===== config.mk =====
export PLATFORM = sky130hd
export DESIGN_NAME = pvcc_top
export DESIGN_NICKNAME = d
export VERILOG_FILES = /design/src/pvcc_pkg.sv /design/src/pvcc_ahb_slave.sv /design/src/pvcc_decode.sv /design/src/pvcc_top.sv
export VERILOG_INCLUDE_DIRS = /design/src
export SDC_FILE = /design/constraint.sdc
export NUM_CORES = 1
export LEC_CHECK = 0
export ABC_AREA = 1
export BUFFER_PORTS_ARGS = -buffer_cell sky130_fd_sc_hd__buf_2
export CAP_MARGIN = 20
export CORE_ASPECT_RATIO = 1.1
export CORE_MARGIN = 4
export CORE_UTILIZATION = 53
export CTS_CLUSTER_DIAMETER = 150
export DETAILED_ROUTE_END_ITERATION = 8
export GPL_ROUTABILITY_DRIVEN = 0
export HOLD_SLACK_MARGIN = 0.08
export PLACE_DENSITY = 0.8
export SLEW_MARGIN = 30
export SYNTH_ARGS = -nofsm -noshare
export SYNTH_HDL_FRONTEND = slang
export SYNTH_SLANG_ARGS = --single-unit
export TNS_END_PERCENT = 20

===== constraint.sdc =====
create_clock -name clock -period 2.5 [get_ports clock]
set_clock_uncertainty 0.15 [all_clocks]
set_input_delay 0.125 -clock clock [delete_from_list [all_inputs] [get_ports clock]]
set_output_delay 0.125 -clock clock [all_outputs]
set_load 0.01 [all_outputs]

===== src/pvcc_regs.svh =====
// register offsets, field positions, reset values and counts for the pump and calibration bank
`ifndef PVCC_REGS_SVH
`define PVCC_REGS_SVH

// register indices; byte address is four times the index
`define PVCC_PUMP_IDX 4'h9
`define PVCC_CAL_IDX 4'ha

// reset values
`define PVCC_PUMP_RST 24'h403264
`define PVCC_CAL_RST 17'h02205

// pump register field positions (lsb)
`define PVCC_DN_LSB 0
`define PVCC_UP_LSB 7
`define PVCC_OFF_LSB 14
`define PVCC_OFF_UP_BIT 21
`define PVCC_OFF_DN_BIT 22
`define PVCC_HICP_BIT 23

// calibration register field positions (lsb)
`define PVCC_RES_LSB 0
`define PVCC_CURVE_LSB 3
`define PVCC_WAIT_LSB 6
`define PVCC_SAR_LSB 8
`define PVCC_FORCE_BIT 10
`define PVCC_BYPASS_BIT 11
`define PVCC_NOTRIG_BIT 12
`define PVCC_CLKSEL_LSB 13
`define PVCC_FALL_BIT 15
`define PVCC_RDIVBYP_BIT 16

// current steps in microamps and other counts
`define PVCC_GAIN_STEP_UA 12'h014
`define PVCC_OFF_STEP_UA 10'h005
`define PVCC_WAIT_PERIODS 7'h64
`define PVCC_SAR_MAX 4'h8

`endif


===== src/pvcc_pkg.sv =====
// types for the pump and calibration configuration bank
package pvcc_pkg;

    // pump register layout, msb first
    typedef struct packed {
        logic high_current_pump;
        logic off_dn_en;
        logic off_up_en;
        logic [6:0] off_mag;
        logic [6:0] up_gain;
        logic [6:0] dn_gain;
    } pvcc_pump_s;

    // calibration register layout, msb first
    typedef struct packed {
        logic force_rdiv_bypass;
        logic ref_fall_edge;
        logic [1:0] clk_sel;
        logic no_serial_trigger;
        logic bypass_tuning;
        logic force_curve;
        logic [1:0] sar_code;
        logic [1:0] wait_code;
        logic [2:0] curve_adj;
        logic [2:0] meas_code;
    } pvcc_cal_s;

    // decoded controls toward the pump and calibration engine
    typedef struct packed {
        logic [11:0] dn_ua;
        logic [11:0] up_ua;
        logic [9:0] off_ua;
        logic off_up_en;
        logic off_dn_en;
        logic high_current_pump;
        logic [8:0] meas_cycles;
        logic [3:0] curve_shift;
        logic [1:0] wait_after;
        logic [6:0] wait_periods;
        logic [3:0] sar_bits;
        logic auto_tune_en;
        logic force_curve;
        logic force_rdiv_bypass;
    } pvcc_drive_s;

    // calibration clock divider ratio codes
    typedef enum logic [1:0] {
        PVCC_DIV1 = 2'b00,
        PVCC_DIV4 = 2'b01,
        PVCC_DIV16 = 2'b10,
        PVCC_DIV32 = 2'b11
    } pvcc_div_e;

endpackage


===== src/pvcc_ahb_slave.sv =====
// ahb-lite slave front end for the configuration bank
`timescale 1ns/1ps
`include "pvcc_regs.svh"
module pvcc_ahb_slave
    import pvcc_pkg::*;
#(
    parameter int ADDR_W = 8,
    parameter int DATA_W = 32
) (
    input wire logic clock,
    input wire logic rst_n,
    input wire logic hsel,
    input wire logic [ADDR_W-1:0] haddr,
    input wire logic [1:0] htrans,
    input wire logic hwrite,
    input wire logic [2:0] hsize,
    input wire logic [DATA_W-1:0] hwdata,
    input wire logic hready,
    output logic hreadyout,
    output logic hresp,
    output logic [DATA_W-1:0] hrdata,
    output logic wr_pump,
    output logic wr_cal,
    input wire logic [23:0] pump_next,
    input wire logic [16:0] cal_next
);
    logic wr_pump_reg;
    logic wr_cal_reg;
    logic [DATA_W-1:0] rdata_reg;
    logic take;
    logic [ADDR_W-3:0] idx;

    // elaboration check on the bus widths
    if (DATA_W != 32 || ADDR_W < 6) begin
        $error("pvcc_ahb_slave: unsupported bus widths");
    end

    // address phase accepted on a nonseq or seq transfer
    assign take = hsel && htrans[1] && hready;
    assign idx = haddr[ADDR_W-1:2];

    // write strobes held for the data phase
    always_ff @(posedge clock or negedge rst_n) begin
        if (!rst_n) begin
            wr_pump_reg <= 1'b0;
            wr_cal_reg <= 1'b0;
        end else begin
            wr_pump_reg <= take && hwrite && (idx == (ADDR_W-2)'(`PVCC_PUMP_IDX));
            wr_cal_reg <= take && hwrite && (idx == (ADDR_W-2)'(`PVCC_CAL_IDX));
        end
    end

    // read data captured from next register values; unmapped reads zero
    always_ff @(posedge clock or negedge rst_n) begin
        if (!rst_n) begin
            rdata_reg <= 32'h0;
        end else if (take && !hwrite) begin
            if (idx == (ADDR_W-2)'(`PVCC_PUMP_IDX)) begin
                rdata_reg <= {8'h0, pump_next};
            end else if (idx == (ADDR_W-2)'(`PVCC_CAL_IDX)) begin
                rdata_reg <= {15'h0, cal_next};
            end else begin
                rdata_reg <= 32'h0;
            end
        end
    end

    // zero wait states, always okay; hsize is accepted as a word
    assign hreadyout = 1'b1;
    assign hresp = 1'b0;
    assign hrdata = rdata_reg;
    assign wr_pump = wr_pump_reg;
    assign wr_cal = wr_cal_reg;
endmodule


===== src/pvcc_decode.sv =====
// decodes stored fields into physical pump and calibration settings
`timescale 1ns/1ps
`include "pvcc_regs.svh"
module pvcc_decode
    import pvcc_pkg::*;
(
    input wire logic clock,
    input wire logic rst_n,
    input wire pvcc_pump_s pump,
    input wire pvcc_cal_s cal,
    output pvcc_drive_s drive
);
    pvcc_drive_s drive_reg;
    pvcc_drive_s drive_next;

    // combinational field decode
    always_comb begin
        drive_next = '0;
        drive_next.dn_ua = {5'h0, pump.dn_gain} * `PVCC_GAIN_STEP_UA;
        drive_next.up_ua = {5'h0, pump.up_gain} * `PVCC_GAIN_STEP_UA;
        drive_next.off_ua = {3'h0, pump.off_mag} * `PVCC_OFF_STEP_UA;
        drive_next.off_up_en = pump.off_up_en;
        drive_next.off_dn_en = pump.off_dn_en;
        drive_next.high_current_pump = pump.high_current_pump;
        case (cal.meas_code)
            3'h0: drive_next.meas_cycles = 9'h001;
            3'h1: drive_next.meas_cycles = 9'h002;
            3'h2: drive_next.meas_cycles = 9'h004;
            3'h3: drive_next.meas_cycles = 9'h008;
            3'h4: drive_next.meas_cycles = 9'h020;
            3'h5: drive_next.meas_cycles = 9'h040;
            3'h6: drive_next.meas_cycles = 9'h080;
            default: drive_next.meas_cycles = 9'h100;
        endcase
        // codes 4..7 are -4..-1: sign extension of the 3-bit code
        drive_next.curve_shift = {cal.curve_adj[2], cal.curve_adj};
        drive_next.wait_after = cal.wait_code;
        drive_next.wait_periods = `PVCC_WAIT_PERIODS;
        drive_next.sar_bits = `PVCC_SAR_MAX - {2'h0, cal.sar_code};
        drive_next.auto_tune_en = !cal.bypass_tuning;
        drive_next.force_curve = cal.force_curve;
        drive_next.force_rdiv_bypass = cal.force_rdiv_bypass;
    end

    // registered outputs
    always_ff @(posedge clock or negedge rst_n) begin
        if (!rst_n) begin
            drive_reg <= '0;
        end else begin
            drive_reg <= drive_next;
        end
    end

    assign drive = drive_reg;
endmodule


===== src/pvcc_top.sv =====
// pump current and oscillator calibration configuration bank with ahb-lite access
//
// Decided for this implementation: the AHB-Lite slave port.
`timescale 1ns/1ps
`include "pvcc_regs.svh"
// Notes on behaviour
// down gain bits 6:0, 20 uA per code, resets to 100.
// up gain bits 13:7, 20 uA per code, resets to 100.
// offset magnitude bits 20:14, 5 uA per code, resets to zero.
// bit 21 enables upward offset current, resets to 0.
// bit 22 enables downward offset current, resets to 1.
// bit 23 selects high-current pump, resets to 0.
// bits 2:0 pick measurement length 1..256 reference cycles, reset 5.
// bits 5:3 shift selected curve by +0..+3 or -4..-1.
// bits 7:6 add 100-period waits after the first 0..3 measurements.
// bits 9:8 set search depth of 8, 7, 6 or 5 bits.
// bit 11 bypasses automatic tuning; cleared selects curve by calibration.
// bit 12 suppresses serial transfers to the oscillator subsystem.
// bits 14:13 divide reference by 1, 4, 16 or 32, reset 1.
// bit 15 runs calibration timing on falling reference edge.
// reset loads printed defaults; written fields read back unchanged.
module pvcc_top
    import pvcc_pkg::*;
#(
    parameter int ADDR_W = 8
) (
    input wire logic clock,
    input wire logic rst_n,
    input wire logic hsel,
    input wire logic [ADDR_W-1:0] haddr,
    input wire logic [1:0] htrans,
    input wire logic hwrite,
    input wire logic [2:0] hsize,
    input wire logic [31:0] hwdata,
    input wire logic hready,
    output logic hreadyout,
    output logic hresp,
    output logic [31:0] hrdata,
    input wire logic ref_in,
    input wire logic osc_reg_write,
    output logic osc_serial_start,
    output logic cal_tick,
    output pvcc_drive_s drive
);
    pvcc_pump_s pump_reg;
    pvcc_pump_s pump_next;
    pvcc_cal_s cal_reg;
    pvcc_cal_s cal_next;
    logic wr_pump;
    logic wr_cal;
    logic ref_meta_reg;
    logic ref_sync_reg;
    logic ref_prev_reg;
    logic ref_edge;
    logic [4:0] div_cnt_reg;
    logic [4:0] div_last;
    logic cal_tick_reg;
    logic osc_start_reg;

    // elaboration check on the address width
    if (ADDR_W < 6) begin
        $error("pvcc_top: address too narrow for the register map");
    end

    ////////////////////////////////////////////////////////////////////////
    // bus front end

    pvcc_ahb_slave #(
        .ADDR_W(ADDR_W),
        .DATA_W(32)
    ) u_bus (
        .clock(clock),
        .rst_n(rst_n),
        .hsel(hsel),
        .haddr(haddr),
        .htrans(htrans),
        .hwrite(hwrite),
        .hsize(hsize),
        .hwdata(hwdata),
        .hready(hready),
        .hreadyout(hreadyout),
        .hresp(hresp),
        .hrdata(hrdata),
        .wr_pump(wr_pump),
        .wr_cal(wr_cal),
        .pump_next(pump_next),
        .cal_next(cal_next)
    );

    ////////////////////////////////////////////////////////////////////////
    // configuration registers

    // next values: data phase write takes the low bits of hwdata
    assign pump_next = wr_pump ? pvcc_pump_s'(hwdata[23:0]) : pump_reg;
    assign cal_next = wr_cal ? pvcc_cal_s'(hwdata[16:0]) : cal_reg;

    // pump register, all fields r/w
    always_ff @(posedge clock or negedge rst_n) begin
        if (!rst_n) begin
            pump_reg <= `PVCC_PUMP_RST;
        end else begin
            pump_reg <= pump_next;
        end
    end

    // calibration register, bits 31:17 read as zero
    always_ff @(posedge clock or negedge rst_n) begin
        if (!rst_n) begin
            cal_reg <= `PVCC_CAL_RST;
        end else begin
            cal_reg <= cal_next;
        end
    end

    ////////////////////////////////////////////////////////////////////////
    // field decode toward pump and calibration engine

    // gains, offset, offset enables, high current, wait and sar decode
    pvcc_decode u_dec (
        .clock(clock),
        .rst_n(rst_n),
        .pump(pump_reg),
        .cal(cal_reg),
        .drive(drive)
    );

    ////////////////////////////////////////////////////////////////////////
    // calibration clock from the reference pin

    // two-flop synchroniser, then edge history
    always_ff @(posedge clock or negedge rst_n) begin
        if (!rst_n) begin
            ref_meta_reg <= 1'b0;
            ref_sync_reg <= 1'b0;
            ref_prev_reg <= 1'b0;
        end else begin
            ref_meta_reg <= ref_in;
            ref_sync_reg <= ref_meta_reg;
            ref_prev_reg <= ref_sync_reg;
        end
    end

    // edge choice: rising normally, falling when selected
    assign ref_edge = cal_reg.ref_fall_edge ? (ref_prev_reg && !ref_sync_reg)
                                            : (!ref_prev_reg && ref_sync_reg);

    // divider terminal count per ratio code
    always_comb begin
        case (pvcc_div_e'(cal_reg.clk_sel))
            PVCC_DIV1: div_last = 5'h00;
            PVCC_DIV4: div_last = 5'h03;
            PVCC_DIV16: div_last = 5'h0f;
            PVCC_DIV32: div_last = 5'h1f;
            default: div_last = 5'h00;
        endcase
    end

    // divider counter; a ratio change mid-count ends at the new limit
    always_ff @(posedge clock or negedge rst_n) begin
        if (!rst_n) begin
            div_cnt_reg <= 5'h00;
            cal_tick_reg <= 1'b0;
        end else begin
            cal_tick_reg <= ref_edge && (div_cnt_reg >= div_last);
            if (ref_edge) begin
                div_cnt_reg <= (div_cnt_reg >= div_last) ? 5'h00 : div_cnt_reg + 5'h01;
            end
        end
    end

    assign cal_tick = cal_tick_reg;

    ////////////////////////////////////////////////////////////////////////
    // oscillator serial trigger gating

    // a write to the oscillator register starts a transfer unless inhibited
    always_ff @(posedge clock or negedge rst_n) begin
        if (!rst_n) begin
            osc_start_reg <= 1'b0;
        end else begin
            osc_start_reg <= osc_reg_write && !cal_reg.no_serial_trigger;
        end
    end

    assign osc_serial_start = osc_start_reg;
endmodule


==> results of run 1 <==
[worst reg2reg max path, delay by kind of cell, from the launching register on]
family	cells	cell delay, ns
adders and majority gates	3	0.89
AOI/OAI and AO/OA	2	0.45
DFF	1	0.41
and+or+nand+nor	1	0.11
buffers and inverters	1	0.06
[final timing paths]
| check | from | endpoint |
|---|---|---|
| setup / recovery | haddr[2] | u_bus.wr_cal |
| hold / removal | rst_n | cal_reg[8] |
| setup reg to reg | pump_reg[1] | u_dec.drive[65] |
| hold reg to reg | ref_meta_reg | ref_sync_reg |
| max in group asynchronous | rst_n | cal_reg[13] |
| min in group clock | haddr[6] | u_bus.hrdata[2] |
[where the power goes]
part	internal [mW]	total [mW]	leakage [nW]	switching, mW
clock network	1.81	2.77	0.321	0.958
registers	2.31	2.42	1.53	0.111
logic	0.321	0.781	2.15	0.460
total	4.44	5.97	4.00	1.53
[area by class of cell]
type / count / area, µm² / area share [%]
clock inverter: 14 / 228 / 3.06
inverter: 79 / 297 / 3.99
timing repair buffer: 160 / 1000 / 13.5
sequential: 131 / 3290 / 44.3
clock buffer: 18 / 439 / 5.90
multi-input combinational: 350 / 2000 / 26.9
tap: 143 / 179 / 2.41
[kinds of logic (layout without fill, tap and decap cells)]
family	Yosys count	in the layout	share of synthesized area (%)
AO/OA/AOI/OAI	62	62	5.33
AND/OR/NAND/NOR	218	218	17.3
other	2	20	0.129
adder cells (fa/ha/maj)	40	40	8.99
flip-flops	131	131	56.6
XOR/XNOR	10	10	1.51
buffers and inverters	116	271	10.2
[stage by stage]
stage	hold WS (ns)	worst slack [ns]	utilization, %	power, mW	instances
after global placement	-0.0129	0.490	61.0	3.13	829
after CTS	0.0803	0.370	70.6	5.99	895
final	0.0840	0.329	70.6	5.97	895
after detailed placement	-0.00700	0.378	61.0	3.18	829
after floorplan	-0.321	0.604	-	2.89	597
after global routing	0.105	0.185	70.6	6.22	895
[layer usage]
layer / up-vias / wire (µm)
li1: 2157 / -
met1: 2208 / 5510
met2: 207 / 6940
met3: 37 / 997
met4: 0 / 412
met5: - / 0
[cell usage after synthesis]
cell type,number
or2_4,1
nor2_4,2
o21ai_0,12
ha_1,37
xor2_1,8
buf_6,6
fa_1,3
a21oi_1,10
dfstp_2,11
buf_4,25
nand3_1,70
nand2_1,112
buf_8,1
nand4_1,8
nand3_4,1
nor2_1,11
dfrtp_1,120
nand2_2,1
inv_1,78
o21ai_1,40
buf_2,5
conb_1,2
inv_2,1
nor2_8,2
xnor2_1,2
nor3_1,10
[timing repair]
| action | in CTS | in global routing |
|---|---|---|
| setup endpoints to repair | 0 | 0 |
| hold endpoints to repair | 161 | 0 |
| hold buffers | 34 | 0 |
==> results.tsv, run 1 <==
stage	metric	value	unit
floorplanning	dieHeight	118	µm
grt	antenna_found_initial	0	
sta	hold_viol_final	0	
grt	grt_usage	22.9	%
setup_path	reg2reg_depth	7	
setup_path	rrSetupSlack	0.34	ns
sta	max_slew_margin	49.7	%
placed_design	dp_hpwl	9110	µm
setup_path	critPathRequiredTime	2.71	ns
grt	grt_overflow	0	
setup_path	crit_slowest_cell	dlygate4sd3_1	
pwr	leakagePower	4.00	nW
sta	final_max_slew_viol_count	0	
setup_path	crit_path_end_kind	register	
synthesis	ys_seq_area_share	56.6	%
setup_path	worstPathCellList	dlygate4sd3_1, buf_2, or2_4, dlygate4sd3_1, nor3_1, dlygate4sd3_1	
pwr	power_density	802	nW/µm²
cts	cts-root-buf	clkbuf_16	
synthesis	synth_cell_types	26	
floorplanning	core-area	10500	µm²
setup_path	max_stage_delay	0.57	ns
cts	cts_buffers	17	
routing	routedWlPerCell	15.5	µm
sta	post-route-period-util	86.8	%
grt	grt_pass1_vias	4836	
layout	diodes	0	
setup_path	arrival	2.38	ns
sta	worst_slew_pin_slew	0.755	ns
cts	cts.clk_slew.worst_paths	0.06	ns
cts	tritoncts	built	
routing	ant_nets	0	
layout	fin_nets	831	
setup_path	cp_num_cells	6	
cts	ctsResizeCount	0	
synthesis	synth.area.top_cells	dfrtp_1 52%, ha_1 8.0%, nand2_1 7.2%	
layout	layout_common_cells	120 x dfrtp_1, 119 x buf_2, 112 x nand2_1	
synthesis	ys_seq_elements	131	
sta	rsz0062_at_grt	false	
synthesis	syn_avg_cell_area	10.1	µm²
synthesis	synth.cell_area	5820	µm²
min_path	hp-class	in -> async	
grt	grt_use_met2	38.1	%
synthesis	yosysWarnings	0	
cts	cts_buffer_depth	2	
job	cap_violations	0	
grt	grt_max_degree	57	
routing	routed_wl	13900	µm
grt	grtUsageMet3	5.87	%
setup_path	cp_common_cell	dlygate4sd3_1	
synthesis	yosysTopAreaCellShare	51.6	%
cts	cts.sinks	131	
grt	top_usage_layer	met2	
setup_path	crit_path_start_kind	input pin	
layout	syn_to_final_growth	27.8	%
setup_path	cp_max_fo	2	
floorplanning	die_w	108	µm
layout	final_common_cell	dfrtp_1	
floorplanning	start_util	55.2	%
placed_design	dpl-instance-area	6430	µm²
pwr	peakVddDrop	0.478	mV
floorplanning	dieArea	12700	µm²
layout	largest_reg_flops	54	
grt	grtUsageMet1	27.4	%
grt	grt_pass1_wl	22900	µm
routing	via_count	4609	
sta	min_period	2.17	ns
setup_path	cp_top_family	buffers and inverters	
synthesis	yosysTopAreaCell	dfrtp_1	
layout	drive_above_1_share	23.5	%
cts	post_cts_buffers	0	
sta	fmax	0.461	GHz
routing	vias_per_cell	5.15	
synthesis	synthCells	579	
routing	drt_iter0_drc	225	
layout	fill_cells	784	
setup_path	path_class	in -> reg	
cts	htree_num_levels	4	
sta	finalSetupTns	0	ns
routing	first_pass_iters	6	
status	outcome	finished, final reports clean	
placed_design	portBuffers	120	
floorplanning	num_io_pins	154	
floorplanning	num_rows	39	
setup_path	critPathBufInv	4	
cts	clock_latency	0.41	ns
routing	drc_errors	0	
layout	finalInstanceArea	7440	µm²
sta	setup_viol	0	
(Power assumes the default switching activity.)
==> run 2: changes to the inputs <==
- ABC_AREA: 1 -> unset
- clock period: 2.5 -> 2.2 ns (I/O delays scaled with it)
==> results.tsv, run 2 <==
stage	metric	value	unit	change
routing	drc_errors	0		unchanged
cts	cts.clk_slew.worst_paths	0.06	ns	about the same
synthesis	yosysMostFrequentCell	dfrtp_1		
routing	routed_wl	12500	µm	-10%
sta	min_period	2.13	ns	
placed_design	dp_cells	700		-16%
synthesis	yosysWarnings	0		unchanged
cts	cts.sinks	131		unchanged
layout	fin_nets	695		-16%
synthesis	syn_avg_cell_area	13.2	µm²	+32%
pwr	leakagePower	4.07	nW	+1.8%
pwr	peakVddDrop	0.525	mV	+9.7%
floorplanning	start_util	53.9	%	-1.3 points
floorplanning	die_w	108	µm	+0.49%
synthesis	synth.area.top_cells	dfrtp_1 51%, mux2_2 9.2%, ha_1 7.9%		
layout	layout_common_cells	120 x dfrtp_1, 119 x buf_2, 48 x mux2_2		
layout	largest_reg_flops	54		unchanged
synthesis	yosysTopAreaCell	dfrtp_1		
routing	routedWlPerCell	16.3	µm	+5.4%
sta	final_max_slew_viol_count	0		unchanged
grt	grt_pass1_vias	4242		-12%
grt	grt_pass1_wl	20600	µm	-10%
sta	worst_slew_pin_slew	0.618	ns	-0.137 ns
sta	setup_viol	0		unchanged
routing	vias_per_cell	5.14		-0.21%
job	cap_violations	0		unchanged
synthesis	synth_common_cells	120 x dfrtp_1, 48 x mux2_2, 37 x ha_1, 35 x nand4b_1, 28 x nand2_1		
routing	ant_nets	0		unchanged
layout	syn_to_final_growth	27.6	%	
grt	antenna_found_initial	0		unchanged
sta	rsz0062_at_grt	true		
cts	cts_buffer_depth	2		unchanged
pwr	power_density	766	nW/µm²	-4.5%
synthesis	synthCells	444		-23%
placed_design	dp_hpwl	8370	µm	-8.1%
synthesis	synth_cell_types	40		+54%
layout	final_util	68.8	%	-1.8 points
cts	htree_num_levels	4		unchanged
setup_path	arrival	2.28	ns	-0.10 ns
routing	via_count	3921		-15%
synthesis	yosysTopAreaCellShare	51.1	%	-0.54 points
cts	tritoncts	built		
floorplanning	num_io_pins	154		unchanged
cts	cts-root-buf	clkbuf_16		
cts	cts_buffers	17		unchanged
setup_path	path_class	reg -> reg		
synthesis	ys_seq_elements	131		unchanged
status	outcome	finished, final reports clean		
sta	fmax	0.469	GHz	
layout	final_common_cell	dfrtp_1		
min_path	hp-class	in -> async		
layout	ff_latch_area	3290	µm²	unchanged
placed_design	portBuffers	120		unchanged
layout	diodes	0		unchanged
synthesis	ys_async_sr_fraction	100	%	unchanged
synthesis	synth_edf_count	0		unchanged
floorplanning	dieArea	12800	µm²	+0.98%
grt	grt_usage	20.4	%	-2.5 points
floorplanning	core-area	10900	µm²	+3.5%
layout	fin_cells	763		-15%
routing	first_pass_iters	4		-2
floorplanning	dieHeight	118	µm	+0.49%
grt	grt_overflow	0		unchanged
setup_path	critPathRequiredTime	2.34	ns	-0.37 ns
sta	max_slew_margin	58.8	%	+9.2 points
layout	multi_input_area	2340	µm²	+17%
synthesis	synth.cell_area	5880	µm²	+1.1%
sta	hold_viol_final	0		unchanged
cts	clock_latency	0.41	ns	about the same
synthesis	ys_seq_area_share	56.0	%	-0.59 points
floorplanning	num_rows	40		+2.6%
layout	fill_cells	789		+0.64%
layout	drive_above_1_share	38.3	%	+15 points
setup_path	crit_path_start_kind	register		
grt	grt_max_degree	50		-12%
setup_path	crit_path_end_kind	register		
synthesis	synth_ff_type	dfrtp_1		
sta	post-route-period-util	97.0	%	
setup_path	cp_max_fo	3		+1
routing	drt_iter0_drc	175		-22%
run 2: changes by cell type after synthesis, moves of 35 or more:
cell and change:
nand3_1 -68, nand4b_1 +35, inv_1 -60, mux2_2 +48, nand2_1 -84, o21ai_1 -36
run 2: what timing repair did:
action                                  in CTS  in global routing
pin swaps                                    0                  5
hold buffers                                30                  0
resized for setup                            2                  9
endpoints found under the setup margin       4                  7
buffers inserted                             0                  1
gates cloned                                 0                  0
endpoints found under the hold margin      175                  0
run 2: where the power goes:
part / switching, mW / internal (mW) / total (mW)
Sequential: 0.0331 / 2.48 / 2.51
Combinational: 0.204 / 0.160 / 0.364
Clock: 1.08 / 1.80 / 2.88
run 2: per-layer routing:
metal | GRT usage, % | part of all wire, % | vias to the layer above
met5 | 0 | 0 | -
met1 | 24.6 | 41 | 1966
met2 | 35.6 | 54 | 106
met4 | 7.66 | 1.3 | 0
met3 | 4.10 | 4.4 | 11
li1 | - | - | 1838
run 2: final cells by class:
| type | instances | share of cell area [%] |
|---|---|---|
| Clock inverter | 14 | 2.37 |
| Multi-Input combinational cell | 273 | 31.1 |
| Sequential cell | 131 | 43.9 |
| Timing Repair Buffer | 162 | 13.6 |
| Clock buffer | 18 | 5.72 |
| Inverter | 18 | 0.900 |
| Tap cell | 147 | 2.45 |
run 2: final timing paths:
check | startpoint | slack (ns) | to | cells after the start
min in group clock | haddr[2] | 0.14 | u_bus.wr_pump | 3
max in group asynchronous | rst_n | 1.11 | pump_reg[5] | 3
setup reg to reg | pump_reg[15] | 0.07 | u_dec.drive[41] | 7
hold / removal | rst_n | 0.08 | u_dec.drive[9] | 2
setup / recovery | pump_reg[15] | 0.07 | u_dec.drive[41] | 7
hold reg to reg | ref_meta_reg | 0.20 | ref_sync_reg | 0
run 2: worst max-delay path: stages (launching register included):
cell	delay, ns
dfrtp_1	0.40
ha_1	0.30
ha_2	0.20
fa_2	0.41
a21o_1	0.20
a21oi_2	0.14
nor2b_1	0.06
o21a_1	0.17
run 2: cell families (layout without fill, tap and decap cells):
family          count (synthesis)  after routing  synth area share, %
xor+xnor                       10             10                 1.49
fa+ha+maj                      40             40                 8.89
mux                            58             58                 11.1
compound gates                 38             38                 4.51
simple gates                  107            107                 12.0
other cells                     2             20                0.128
flops                         131            131                 56.0
buf+inv                        58            212                 5.87
run 2: metrics by stage:
stage          area, µm²  TNS (ns)  total power, mW  setup WS (ns)  hold slack, ns
5_1_grt             7510   -0.0140             5.96        -0.0140           0.130
4_1_cts             7480         0             5.79         0.0112          0.0816
3_3_place_gp        6570         0             2.86         0.0327         -0.0298
2_1_floorplan       5950         0             2.73         0.0793          -0.336
3_5_place_dp        6570   -0.0225             2.87        -0.0225         -0.0278
6_report            7510         0             5.75         0.0657          0.0828
